**config.mk**
```make
export PLATFORM = sky130hd
export DESIGN_NAME = control_source_selector
export DESIGN_NICKNAME = d
export VERILOG_FILES = /design/src/rtl/speed_ref_mux.v /design/src/rtl/control_source_selector.v
export VERILOG_INCLUDE_DIRS = /design/src /design/src/rtl
export SDC_FILE = /design/constraint.sdc
export NUM_CORES = 1
export LEC_CHECK = 0
export BUFFER_PORTS_ARGS = -buffer_cell sky130_fd_sc_hd__clkbuf_2
export CAP_MARGIN = 0
export CORE_ASPECT_RATIO = 0.5
export CORE_UTILIZATION = 35
export CTS_CLUSTER_SIZE = 12
export DETAILED_ROUTE_END_ITERATION = 8
export GPL_ROUTABILITY_DRIVEN = 0
export PLACE_DENSITY = 0.66
export SLEW_MARGIN = 20
export SYNTH_ARGS = -nofsm -noshare
export SYNTH_HDL_FRONTEND = slang
export SYNTH_HIERARCHICAL = 1
export SYNTH_SLANG_ARGS = --single-unit
```
**constraint.sdc**
```tcl
create_clock -name core_clk -period 10.3 [get_ports core_clk]
set_input_delay 0 -clock core_clk [delete_from_list [all_inputs] [get_ports core_clk]]
set_output_delay 0 -clock core_clk [all_outputs]
set_load 0.02 [all_outputs]
```
**src/rtl/ctrl_src_defs.vh**
```
/*
 * Constants for the control source selector: register indices, reset values,
 * selector encodings.
 * Assumes plain register port with read data one cycle after the read strobe.
 */
`ifndef CTRL_SRC_DEFS_VH
`define CTRL_SRC_DEFS_VH

`define ADDR_W              4
`define SEL_W               16
`define DATA_W              16

// Register indices
`define REG_QUICK_STOP      4'h0
`define REG_FWD_START       4'h1
`define REG_REV_START       4'h2
`define REG_START_LATCH     4'h3
`define REG_REV_ENABLE      4'h4
`define REG_FAULT_RESET     4'h5
`define REG_EXT_FAULT       4'h6
`define REG_TERM_MODE       4'h7
`define REG_SPEED_ONE       4'h8
`define REG_SPEED_TWO       4'h9
`define REG_STATUS          4'hA

// Reset values
`define RST_QUICK_STOP      16'h0000
`define RST_FWD_START       16'h0001
`define RST_REV_START       16'h0000
`define RST_START_LATCH     16'h0000
`define RST_REV_ENABLE      16'h0002
`define RST_FAULT_RESET     16'h0001
`define RST_EXT_FAULT       16'h0000
`define RST_TERM_MODE       16'h0010
`define RST_SPEED_ONE       16'h0000
`define RST_SPEED_TWO       16'h0002

// Control selector encoding
`define CSEL_OFF            16'h0000
`define CSEL_DI_FIRST       16'h0001
`define CSEL_DI_LAST        16'h0008
`define CSEL_AO_FIRST       16'h0009
`define CSEL_AO_LAST        16'h000A
`define CSEL_DO_FIRST       16'h000B
`define CSEL_DO_LAST        16'h000F
`define CSEL_ON             16'h0010
`define CSEL_UR_FIRST       16'h0011
`define CSEL_UR_LAST        16'h0019

// Speed selector encoding
`define SSEL_AI_ONE         16'h0000
`define SSEL_AI_TWO         16'h0001
`define SSEL_FF_ZERO        16'h0002
`define SSEL_KEYPAD         16'h0003
`define SSEL_PID            16'h0004
`define SSEL_MASTER         16'h0005
`define SSEL_FIELDBUS       16'h0006
`define SSEL_PROGRAM        16'h0007
`define SSEL_FREQ_IN        16'h0008
`define SSEL_FF_FIRST       16'h0009
`define SSEL_FF_LAST        16'h0010
`define SSEL_NONE           4'hF

// Status bit positions
`define ST_LATCH_FWD        0
`define ST_LATCH_REV        1

`endif

```
**src/rtl/speed_ref_mux.v**
```verilog
/*
 * Speed reference source decoder: maps a speed selector value to a source
 * index 0..16, or index 0 with src_valid low for values out of range.
 * Assumes the selector comes from a register.
 */
`include "ctrl_src_defs.vh"

module speed_ref_mux
(
    // Selector
    input  wire [`SEL_W-1:0] sel,
    // Decoded source index
    output reg  [4:0]        src_index,
    output reg               src_valid
);

    always @*
    begin
        if (sel <= `SSEL_FF_LAST)
        begin
            src_index = sel[4:0];
            src_valid = 1'b1;
        end
        else
        begin
            src_index = 5'h00;
            src_valid = 1'b0;
        end
    end

endmodule // speed_ref_mux

```
**src/rtl/control_source_selector.v**
```verilog
/*
 * Control source selector: selector registers pick the source of each drive
 * control input and of two speed references; optional start latching.
 * Assumes synchronous terminal inputs and a plain register port master.
 */
// Added by the designer: the address-and-strobe port and the address map.
`include "ctrl_src_defs.vh"

// Function
// - Quick-stop selector: 0 off, 1-8 DI, 9-10 AO, 11-15 DO, 16 on, 17-25 user.
// - Forward start uses own selector, same encoding, default 1.
// - Reverse start uses own selector, same encoding, default 0.
// - One latch setting for both starts: 0 off, 1 on, default off.
// - Reverse enable uses own selector, same encoding, default 2.
// - Fault reset uses own selector, same encoding, default 1.
// - External fault uses own selector, same encoding, default 0.
// - Terminal mode uses own selector, same encoding, default 16.
// - Two speed selectors: AI, FF0, keypad..freq input, FF1-8; defaults 0, 2.
module control_source_selector #(
    parameter SPEED_W = 16
)
(
    // Clock and reset
    input  wire                    core_clk,
    input  wire                    reset_n,
    // Register port
    input  wire [`ADDR_W-1:0]      reg_addr,
    input  wire [`DATA_W-1:0]      reg_wdata,
    input  wire                    reg_write,
    input  wire                    reg_read,
    output reg  [`DATA_W-1:0]      reg_rdata,
    // Control sources
    input  wire [7:0]              digital_input,
    input  wire [1:0]              analog_output,
    input  wire [4:0]              digital_output,
    input  wire [8:0]              user_register,
    // Speed sources
    input  wire [SPEED_W-1:0]      analog_input_one,
    input  wire [SPEED_W-1:0]      analog_input_two,
    input  wire [9*SPEED_W-1:0]    fixed_frequency,
    input  wire [SPEED_W-1:0]      keypad_speed,
    input  wire [SPEED_W-1:0]      pid_output,
    input  wire [SPEED_W-1:0]      master_speed,
    input  wire [SPEED_W-1:0]      fieldbus_speed,
    input  wire [SPEED_W-1:0]      program_speed,
    input  wire [SPEED_W-1:0]      frequency_input,
    // Control functions
    output reg                     quick_stop,
    output reg                     forward_start,
    output reg                     reverse_start,
    output reg                     reverse_enable,
    output reg                     fault_reset,
    output reg                     external_fault,
    output reg                     terminal_mode,
    output reg  [SPEED_W-1:0]      speed_ref_one,
    output reg  [SPEED_W-1:0]      speed_ref_two
);

    reg  [`SEL_W-1:0]   quick_stop_source_select_q;
    reg  [`SEL_W-1:0]   forward_start_source_select_q;
    reg  [`SEL_W-1:0]   reverse_start_source_select_q;
    reg                 start_latch_select_q;
    reg  [`SEL_W-1:0]   reverse_enable_source_select_q;
    reg  [`SEL_W-1:0]   fault_reset_source_select_q;
    reg  [`SEL_W-1:0]   external_fault_source_select_q;
    reg  [`SEL_W-1:0]   terminal_mode_source_select_q;
    reg  [`SEL_W-1:0]   speed_ref_one_source_select_q;
    reg  [`SEL_W-1:0]   speed_ref_two_source_select_q;
    reg                 fwd_held_q;
    reg                 rev_held_q;
    wire [4:0]          spd_one_idx;
    wire                spd_one_ok;
    wire [4:0]          spd_two_idx;
    wire                spd_two_ok;
    wire                qs_d;
    wire                fwd_src;
    wire                rev_src;
    // Next values of the registered outputs
    wire                forward_start_d;
    wire                reverse_start_d;
    wire                reverse_enable_d;
    wire                fault_reset_d;
    wire                external_fault_d;
    wire                terminal_mode_d;
    wire [SPEED_W-1:0]  speed_ref_one_d;
    wire [SPEED_W-1:0]  speed_ref_two_d;

    // Latch setting keeps only its enable bit
    localparam [`SEL_W-1:0] LATCH_RST = `RST_START_LATCH;

    // Decodes a control selector; out-of-range values give inactive
    function pick_ctrl;
        input [`SEL_W-1:0] sel;
        input [7:0]        di;
        input [1:0]        ao;
        input [4:0]        dout;
        input [8:0]        ur;
        reg   [`SEL_W-1:0] off;
        begin
            pick_ctrl = 1'b0;
            if (sel >= `CSEL_DI_FIRST && sel <= `CSEL_DI_LAST)
            begin
                off = sel - `CSEL_DI_FIRST;
                pick_ctrl = di[off[2:0]];
            end
            else if (sel >= `CSEL_AO_FIRST && sel <= `CSEL_AO_LAST)
            begin
                off = sel - `CSEL_AO_FIRST;
                pick_ctrl = ao[off[0]];
            end
            else if (sel >= `CSEL_DO_FIRST && sel <= `CSEL_DO_LAST)
            begin
                off = sel - `CSEL_DO_FIRST;
                pick_ctrl = dout[off[2:0]];
            end
            else if (sel == `CSEL_ON)
                pick_ctrl = 1'b1;
            else if (sel >= `CSEL_UR_FIRST && sel <= `CSEL_UR_LAST)
            begin
                off = sel - `CSEL_UR_FIRST;
                pick_ctrl = ur[off[3:0]];
            end
        end
    endfunction

    // Selects one speed source by decoded index
    function [SPEED_W-1:0] pick_speed;
        input [4:0]           idx;
        input                 ok;
        input [SPEED_W*16-1:0] base;
        input [9*SPEED_W-1:0] ff;
        begin
            pick_speed = {SPEED_W{1'b0}};
            if (ok)
            begin
                if (idx == `SSEL_FF_ZERO)
                    pick_speed = ff[SPEED_W-1:0];
                else if (idx >= `SSEL_FF_FIRST)
                    pick_speed = ff[(idx - `SSEL_FF_FIRST + 1)*SPEED_W +: SPEED_W];
                else
                    pick_speed = base[idx*SPEED_W +: SPEED_W];
            end
        end
    endfunction

    wire [SPEED_W*16-1:0] speed_base;
    assign speed_base = {{7*SPEED_W{1'b0}}, frequency_input, program_speed,
                         fieldbus_speed, master_speed, pid_output, keypad_speed,
                         {SPEED_W{1'b0}}, analog_input_two, analog_input_one};

    speed_ref_mux u_spd_one
    (
        .sel       (speed_ref_one_source_select_q),
        .src_index (spd_one_idx),
        .src_valid (spd_one_ok)
    );

    speed_ref_mux u_spd_two
    (
        .sel       (speed_ref_two_source_select_q),
        .src_index (spd_two_idx),
        .src_valid (spd_two_ok)
    );

    assign qs_d    = pick_ctrl(quick_stop_source_select_q, digital_input,
                               analog_output, digital_output, user_register);
    assign fwd_src = pick_ctrl(forward_start_source_select_q, digital_input,
                               analog_output, digital_output, user_register);
    assign rev_src = pick_ctrl(reverse_start_source_select_q, digital_input,
                               analog_output, digital_output, user_register);

    // With latching on, quick stop releases held starts and wins over a new start
    assign forward_start_d  = start_latch_select_q ?
                              ((fwd_src || fwd_held_q) && !qs_d) : fwd_src;
    assign reverse_start_d  = start_latch_select_q ?
                              ((rev_src || rev_held_q) && !qs_d) : rev_src;
    assign reverse_enable_d = pick_ctrl(reverse_enable_source_select_q, digital_input,
                                        analog_output, digital_output, user_register);
    assign fault_reset_d    = pick_ctrl(fault_reset_source_select_q, digital_input,
                                        analog_output, digital_output, user_register);
    assign external_fault_d = pick_ctrl(external_fault_source_select_q, digital_input,
                                        analog_output, digital_output, user_register);
    assign terminal_mode_d  = pick_ctrl(terminal_mode_source_select_q, digital_input,
                                        analog_output, digital_output, user_register);
    assign speed_ref_one_d  = pick_speed(spd_one_idx, spd_one_ok, speed_base,
                                         fixed_frequency);
    assign speed_ref_two_d  = pick_speed(spd_two_idx, spd_two_ok, speed_base,
                                         fixed_frequency);

    // Register writes
    always @(posedge core_clk)
    begin
        if (!reset_n)
        begin
            quick_stop_source_select_q     <= `RST_QUICK_STOP;
            forward_start_source_select_q  <= `RST_FWD_START;
            reverse_start_source_select_q  <= `RST_REV_START;
            start_latch_select_q           <= LATCH_RST[0];
            reverse_enable_source_select_q <= `RST_REV_ENABLE;
            fault_reset_source_select_q    <= `RST_FAULT_RESET;
            external_fault_source_select_q <= `RST_EXT_FAULT;
            terminal_mode_source_select_q  <= `RST_TERM_MODE;
            speed_ref_one_source_select_q  <= `RST_SPEED_ONE;
            speed_ref_two_source_select_q  <= `RST_SPEED_TWO;
        end
        else if (reg_write)
        begin
            case (reg_addr)
                `REG_QUICK_STOP:  quick_stop_source_select_q     <= reg_wdata;
                `REG_FWD_START:   forward_start_source_select_q  <= reg_wdata;
                `REG_REV_START:   reverse_start_source_select_q  <= reg_wdata;
                `REG_START_LATCH: start_latch_select_q           <= reg_wdata[0];
                `REG_REV_ENABLE:  reverse_enable_source_select_q <= reg_wdata;
                `REG_FAULT_RESET: fault_reset_source_select_q    <= reg_wdata;
                `REG_EXT_FAULT:   external_fault_source_select_q <= reg_wdata;
                `REG_TERM_MODE:   terminal_mode_source_select_q  <= reg_wdata;
                `REG_SPEED_ONE:   speed_ref_one_source_select_q  <= reg_wdata;
                `REG_SPEED_TWO:   speed_ref_two_source_select_q  <= reg_wdata;
                default:          ;
            endcase
        end
    end

    // Read data, valid the cycle after the strobe only
    always @(posedge core_clk)
    begin
        if (!reset_n)
            reg_rdata <= {`DATA_W{1'b0}};
        else if (reg_read)
        begin
            case (reg_addr)
                `REG_QUICK_STOP:  reg_rdata <= quick_stop_source_select_q;
                `REG_FWD_START:   reg_rdata <= forward_start_source_select_q;
                `REG_REV_START:   reg_rdata <= reverse_start_source_select_q;
                `REG_START_LATCH: reg_rdata <= {{(`DATA_W-1){1'b0}}, start_latch_select_q};
                `REG_REV_ENABLE:  reg_rdata <= reverse_enable_source_select_q;
                `REG_FAULT_RESET: reg_rdata <= fault_reset_source_select_q;
                `REG_EXT_FAULT:   reg_rdata <= external_fault_source_select_q;
                `REG_TERM_MODE:   reg_rdata <= terminal_mode_source_select_q;
                `REG_SPEED_ONE:   reg_rdata <= speed_ref_one_source_select_q;
                `REG_SPEED_TWO:   reg_rdata <= speed_ref_two_source_select_q;
                `REG_STATUS:      reg_rdata <= {{(`DATA_W-2){1'b0}}, rev_held_q, fwd_held_q};
                default:          reg_rdata <= {`DATA_W{1'b0}};
            endcase
        end
        else
            reg_rdata <= {`DATA_W{1'b0}};
    end

    // Start latches; quick stop clears, and wins over a new start
    always @(posedge core_clk)
    begin
        if (!reset_n)
        begin
            fwd_held_q <= 1'b0;
            rev_held_q <= 1'b0;
        end
        else if (!start_latch_select_q || qs_d)
        begin
            fwd_held_q <= 1'b0;
            rev_held_q <= 1'b0;
        end
        else
        begin
            if (fwd_src)
                fwd_held_q <= 1'b1;
            if (rev_src)
                rev_held_q <= 1'b1;
        end
    end

    // Registered outputs, sampled every clock
    always @(posedge core_clk)
    begin
        if (!reset_n)
        begin
            quick_stop     <= 1'b0;
            forward_start  <= 1'b0;
            reverse_start  <= 1'b0;
            reverse_enable <= 1'b0;
            fault_reset    <= 1'b0;
            external_fault <= 1'b0;
            terminal_mode  <= 1'b0;
            speed_ref_one  <= {SPEED_W{1'b0}};
            speed_ref_two  <= {SPEED_W{1'b0}};
        end
        else
        begin
            quick_stop     <= qs_d;
            forward_start  <= forward_start_d;
            reverse_start  <= reverse_start_d;
            reverse_enable <= reverse_enable_d;
            fault_reset    <= fault_reset_d;
            external_fault <= external_fault_d;
            terminal_mode  <= terminal_mode_d;
            speed_ref_one  <= speed_ref_one_d;
            speed_ref_two  <= speed_ref_two_d;
        end
    end

endmodule // control_source_selector

```
# Word-level counts from Yosys, hierarchy flattened

Index checks and enable logic that the tools add are counted.

Add/sub/neg operators: 32
$lt $le $gt $ge: 88
Equal/unequal tests: 19
Shift operators: 4
Muxes and demuxes: 102
Bitwise gates (word level): 1
Reduce and logical (&&, ||, !) cells: 50

Operators by type and width:

| operator                                                                          | count |
|---|---|
| 256-bit by 10-bit variable part select with 16-bit output                         | 2 |
| 16-bit by 4-bit less-or-equal comparator with 1-bit output, second input constant | 21 |
| 144-bit by 33-bit variable part select with 16-bit output                         | 2 |
| 16-bit by 4-bit >= comparator with 1-bit output, second input constant            | 14 |
| 16-bit case mux with 11 select lines                                              | 1 |
| 16-bit by 5-bit less-or-equal comparator with 1-bit output, second input constant | 9 |
| 16-bit by 5-bit equality test with 1-bit output, second input constant            | 7 |
| 16-bit by 1-bit >= comparator with 1-bit output, second input constant            | 7 |
| 16-bit by 5-bit >= comparator with 1-bit output, second input constant            | 7 |
| 1-bit two-way mux                                                                 | 74 |
| 16-bit two-way mux                                                                | 4 |
| 3-bit by 4-bit less-than comparator with 1-bit output, second input constant      | 14 |
| 1-bit binary-select mux with 3-bit select                                         | 14 |
| 4-bit by 5-bit less-than comparator with 1-bit output, second input constant      | 7 |
| 1-bit logical AND                                                                 | 30 |
| 1-bit binary-select mux with 4-bit select                                         | 7 |
| 4-bit by 1-bit subtractor with 4-bit output, second input constant                | 7 |
| 2-bit AND reduction                                                               | 13 |
| 3-bit by 1-bit subtractor with 3-bit output, second input constant                | 7 |
| 3-bit by 2-bit subtractor with 3-bit output, second input constant                | 7 |
| 4-bit by 3-bit equality test with 1-bit output, second input constant             | 4 |
| 6-bit by 2-bit adder with 7-bit output, second input constant                     | 2 |
| 1-bit by 2-bit less-than comparator with 1-bit output, second input constant      | 7 |
| 4-bit equality test, second input constant                                        | 3 |
| 12 further kinds                                                                  | 26 |

Register bits after elaboration: 202
Input bits: 320

# Depth between registers and ports, before layout

Depth in word-level cells: 11
Depth in mapped cells: 15

# By module

Netlist, hierarchy kept.

By module, submodules not included:

| module                  | instances | cells each | area each (um^2) | sequential area each (um^2) |
|---|---|---|---|---|
| control_source_selector | 1         | 1835       | 15553.7          | 4043.9 |
| speed_ref_mux           | 2         | 13         | 93.8             | 0.0 |

# Worst setup path before layout

Ideal clock, no wire load.

Kind: register to register
Start point: reg speed_ref_one_source_select_q[6]
End point: reg speed_ref_one[0]
Library setup time: 0.124 ns
Arrival time: 3.209 ns
Data required time: 10.176 ns
Slack: 6.967 ns
Stages on the path, launching flop included: 13
Period minus slack after synthesis: 3.333 ns
Path through: dfxtp_1 nor4_2 and4_1 and2_1 buf_2 inv_1 ha_1 buf_4 buf_2 mux4_2 mux2_2 a221oi_1 a21oi_1

Cells in the longest elaborated chain, start to end: 7

RTL lines:

| element                                                                         | RTL line                      | RTL |
|---|---|---|
| start: declaration                                                              | control_source_selector.v:67  | `` reg [`SEL_W-1:0] speed_ref_one_source_select_q; `` |
| start signal: assignment                                                        | control_source_selector.v:203 | `` speed_ref_one_source_select_q <= `RST_SPEED_ONE; `` |
| start signal: assignment                                                        | control_source_selector.v:217 | `` `REG_SPEED_ONE: speed_ref_one_source_select_q <= reg_wdata; `` |
| 16-bit by 5-bit less-or-equal comparator with 1-bit output (no source line) (*) | --                            |  |
| 5-bit two-way mux (*)                                                           | speed_ref_mux.v:19            | `` if (sel <= `SSEL_FF_LAST) `` |
| via spd_one_idx[1]                                                              | control_source_selector.v:71  | `wire [4:0] spd_one_idx;` |
| 5-bit by 4-bit subtractor with 6-bit output (no source line)                    | --                            |  |
| 6-bit by 2-bit adder with 7-bit output                                          | control_source_selector.v:139 | `` pick_speed = ff[(idx - `SSEL_FF_FIRST + 1)*SPEED_W +: SPEED_W]; `` |
| 144-bit by 33-bit variable part select with 16-bit output                       | control_source_selector.v:139 |  |
| 16-bit two-way mux                                                              | control_source_selector.v:138 | `` else if (idx >= `SSEL_FF_FIRST) `` |
| 16-bit two-way mux (*)                                                          | control_source_selector.v:136 | `` if (idx == `SSEL_FF_ZERO) `` |
| end signal: assignment                                                          | control_source_selector.v:284 | `speed_ref_one <= {SPEED_W{1'b0}};` |
| end signal: assignment                                                          | control_source_selector.v:296 | `speed_ref_one <= speed_ref_one_d;` |
| end: declaration                                                                | control_source_selector.v:55  | `output reg [SPEED_W-1:0] speed_ref_one,` |

Mark *: on every way through the listed nets, which the timed path passes. The rest lies on a longest branch.
A chain may end at the register's enable or synchronous reset.

# Worst setup path after layout

Start point: reg speed_ref_one_source_select_q[8]
End point: reg speed_ref_one[0]

The elaborated chain is that of the path after synthesis.

==> metrics.cfg <==
[route]
drc = 27
drtIter0Drc = 1986
num_vias = 16710
ant_nets = 0
wl_per_cell_um = 22.57
viasPerCell = 6.026
wl_um = 62580
drt-pass1-iter-count = 9

[logic_synthesis]
synth_area_leaders = dfxtp_1 (26%), mux4_2 (18%), nand2_1 (9.5%)
synth_nets = 2212
synth_seq_cells = 202
async_reset_ff_frac = 0
synth.top_cell.area_share = 0.2569
yosysSeqAreaShare = 0.2569
synth_edf_count = 0
syn_inst = 1861
synth.distinct_cells = 79
ys_top_cells_by_count = nand2_1 (400), a21oi_1 (220), dfxtp_1 (202), mux4_2 (129), clkbuf_1 (112)
synth_top_cell_by_area = dfxtp_1
syn_avg_cell_area_um2 = 8.459
synth_most_common_cell = nand2_1
yosysWarnings = 6
syn-cell-area_mm2 = 0.01574
synth_top_flop_cell = dfxtp_1

[global_route]
antenna_found_initial = 1
overflow = 0
grt_pass1_wl_um = 93250
grt_pass1_vias = 15790
grt_max_degree = 82
grtUsageTotal = 0.2586

[floorplanning]
dieArea_mm2 = 0.04588
core_mm2 = 0.04398
die_h_um = 152.0
row_count = 54
die_width_um = 301.9
boundaryPins = 375
initial_core_util = 0.3579

[layout]
final_util = 0.4376
drive_gt1_frac = 0.2807
seq_area_mm2 = 0.004044
multi_input_area_mm2 = 0.01088
final_nets = 2525
syn_to_final_growth_pct = 22.26
stdcell_area_mm2 = 0.01925
fillers = 4364

[critical_path]
end_kind = flip-flop
crit_type = flip-flop to flip-flop
crit_arrival_ns = 6.33
cp-start-kind = flip-flop
worstPathCellList = nor3_1, and4_1, and2_4, buf_4, inv_1, ha_2, buf_4, nor2b_1, a211oi_1, o21ai_0, o41ai_4, a221oi_1, a21oi_1, dlygate4sd3_1
path_delay_family = buffers and inverters
cp_max_fo = 67
crit_buf_inv = 4
worstPathRequired_ns = 10.77
cp_slowest_cell = o41ai_4
crit_path_frequent_cell = buf_4
cpPeakStageDelay_ns = 0.89

[min_path]
min_path_type = input port to flip-flop

[clock_tree]
clock_sinks = 202
insertion_delay_ns = 0.55
path_clk_slew_ns = 0.06
post-cts-setup-buffers = 0
cts_buffers = 23
root_buffer = clkbuf_16
ctsHtreeMaxLevel = 1
clk_path_buf_depth = 3
cts_tree = yes

[sta]
slew_violations = 0
rsz0062_at_grt = no
slew_headroom = 0.2574
setup_viol = 0
fmax_mhz = 170.8
post-route-period-util = 0.5684
finalCriticalPeriod_ns = 5.855
worst_pin_slew_ns = 1.113
setup_tns_ns = 0
whs_ns = 0.04008
final_hold_viol_count = 0
skew_ns = 0.03459

[outcome]
violations = DRC
status = complete, but fails checks

[power_and_ir_drop]
p_total_w = 0.002150
peakVddDrop_mv = 0.1154
power_leakage_nw = 6.978
power_density_mw_per_mm2 = 111.7

[place]
port_buffers = 374
dpl.hpwl_um = 46300
dpl-instance-area_mm2 = 0.01776

[run]
drv_cap = 0

## area by class of cell
cell class	count	share of cell area
Multi-Input combinational cell	1449	0.5653
Tap cell	588	0.03823
Antenna cell	1	0.0001300
Inverter	35	0.006956
Timing Repair Buffer	463	0.1413
Clock buffer	30	0.03387
Clock inverter	5	0.004096
Sequential cell	202	0.2101
## timing repair
action,4_1_cts,5_1_grt
resized for setup,0,0
hold buffers,72,0
hold endpoints to repair,177,0
## layer usage
layer / vias to the layer above / GRT usage / wire, um
li1: 7563 / - / -
met1: 8100 / 0.3317 / 24500
met2: 910 / 0.4350 / 30100
met3: 137 / 0.03875 / 5352
met4: 0 / 0.1039 / 2629
met5: - / 0 / 0
## flip-flops by register name (all words and copies together) (netlist names), 16 cells and up
| name | cells |
|---|---|
| external_fault_source_select_q | 16 |
| fault_reset_source_select_q | 16 |
| speed_ref_two | 16 |
| reverse_start_source_select_q | 16 |
| reg_rdata | 16 |
| forward_start_source_select_q | 16 |
| reverse_enable_source_select_q | 16 |
| speed_ref_one_source_select_q | 16 |
| speed_ref_two_source_select_q | 16 |
| terminal_mode_source_select_q | 16 |
| speed_ref_one | 16 |
| quick_stop_source_select_q | 16 |
## layout by cell type, fill, tap and decap left out, types with 10 or more instances in the layout
cell	Yosys	routed
clkbuf_2	2	374
dfxtp_1	202	202
mux2_2	28	28
buf_4	7	17
clkbuf_16	0	23
dlygate4sd3_1	0	72
nand3_1	23	23
mux2i_1	79	79
o21ai_0	91	91
xnor2_1	17	17
a21oi_1	220	220
nor4_1	21	21
and3_1	10	10
a22o_1	16	16
a221oi_1	28	28
mux4_2	129	129
a22oi_1	31	31
nand2_1	400	400
o2bb2ai_1	10	10
o22ai_1	14	14
inv_1	34	34
nor2b_1	13	12
nand2b_1	19	19
and2_1	14	10
a31oi_1	20	20
a221o_1	16	16
a211oi_1	21	21
nor3_1	25	25
ha_1	31	29
nor2_1	55	54
## stage by stage
step / cells / setup slack [ns]
after floorplan: 1861 / 6.967
after global placement: 2664 / 5.064
after detailed placement: 2664 / 4.980
after CTS: 2771 / 4.467
after global routing: 2773 / 3.996
final: 2773 / 4.445
## worst reg2reg max path, cell delays in order (launching register included)
cell and delay (ns):
dfxtp_1 0.33, nor3_1 0.34, and4_1 0.30, and2_4 0.15, buf_4 0.77, inv_1 0.35, ha_2 0.60, buf_4 0.50
nor2b_1 0.12, a211oi_1 0.21, o21ai_0 0.19, o41ai_4 0.89, a221oi_1 0.24, a21oi_1 0.22, dlygate4sd3_1 0.57
## where the power goes
group          internal (W)  total (W)  switching (W)  leakage (nW)
combinational      0.000225   0.000498       0.000273          4.98
sequential         0.000804   0.000822      0.0000180          1.64
clock              0.000471   0.000830       0.000359         0.360
## worst paths after layout
kind,start,to,slack (ns),depth (start not counted)
max,speed_ref_one_source_select_q[8],speed_ref_one[0],4.45,14
min,frequency_input[10],speed_ref_two[10],0.04,4
max reg2reg,speed_ref_one_source_select_q[8],speed_ref_one[0],4.45,14
min reg2reg,fault_reset_source_select_q[11],fault_reset_source_select_q[11],0.47,2
## cell families after synthesis
| family | after synthesis | synth area share |
|---|---|---|
| AND/OR/NAND/NOR | 635 | 0.1838 |
| buffers and inverters | 210 | 0.05612 |
| adder cells (fa/ha/maj) | 31 | 0.02464 |
| XOR/XNOR | 23 | 0.01375 |
| AO/OA/AOI/OAI | 523 | 0.2083 |
| flip-flops | 202 | 0.2569 |
| multiplexers | 237 | 0.2565 |
Note: power is estimated with default switching activity, not from simulation.
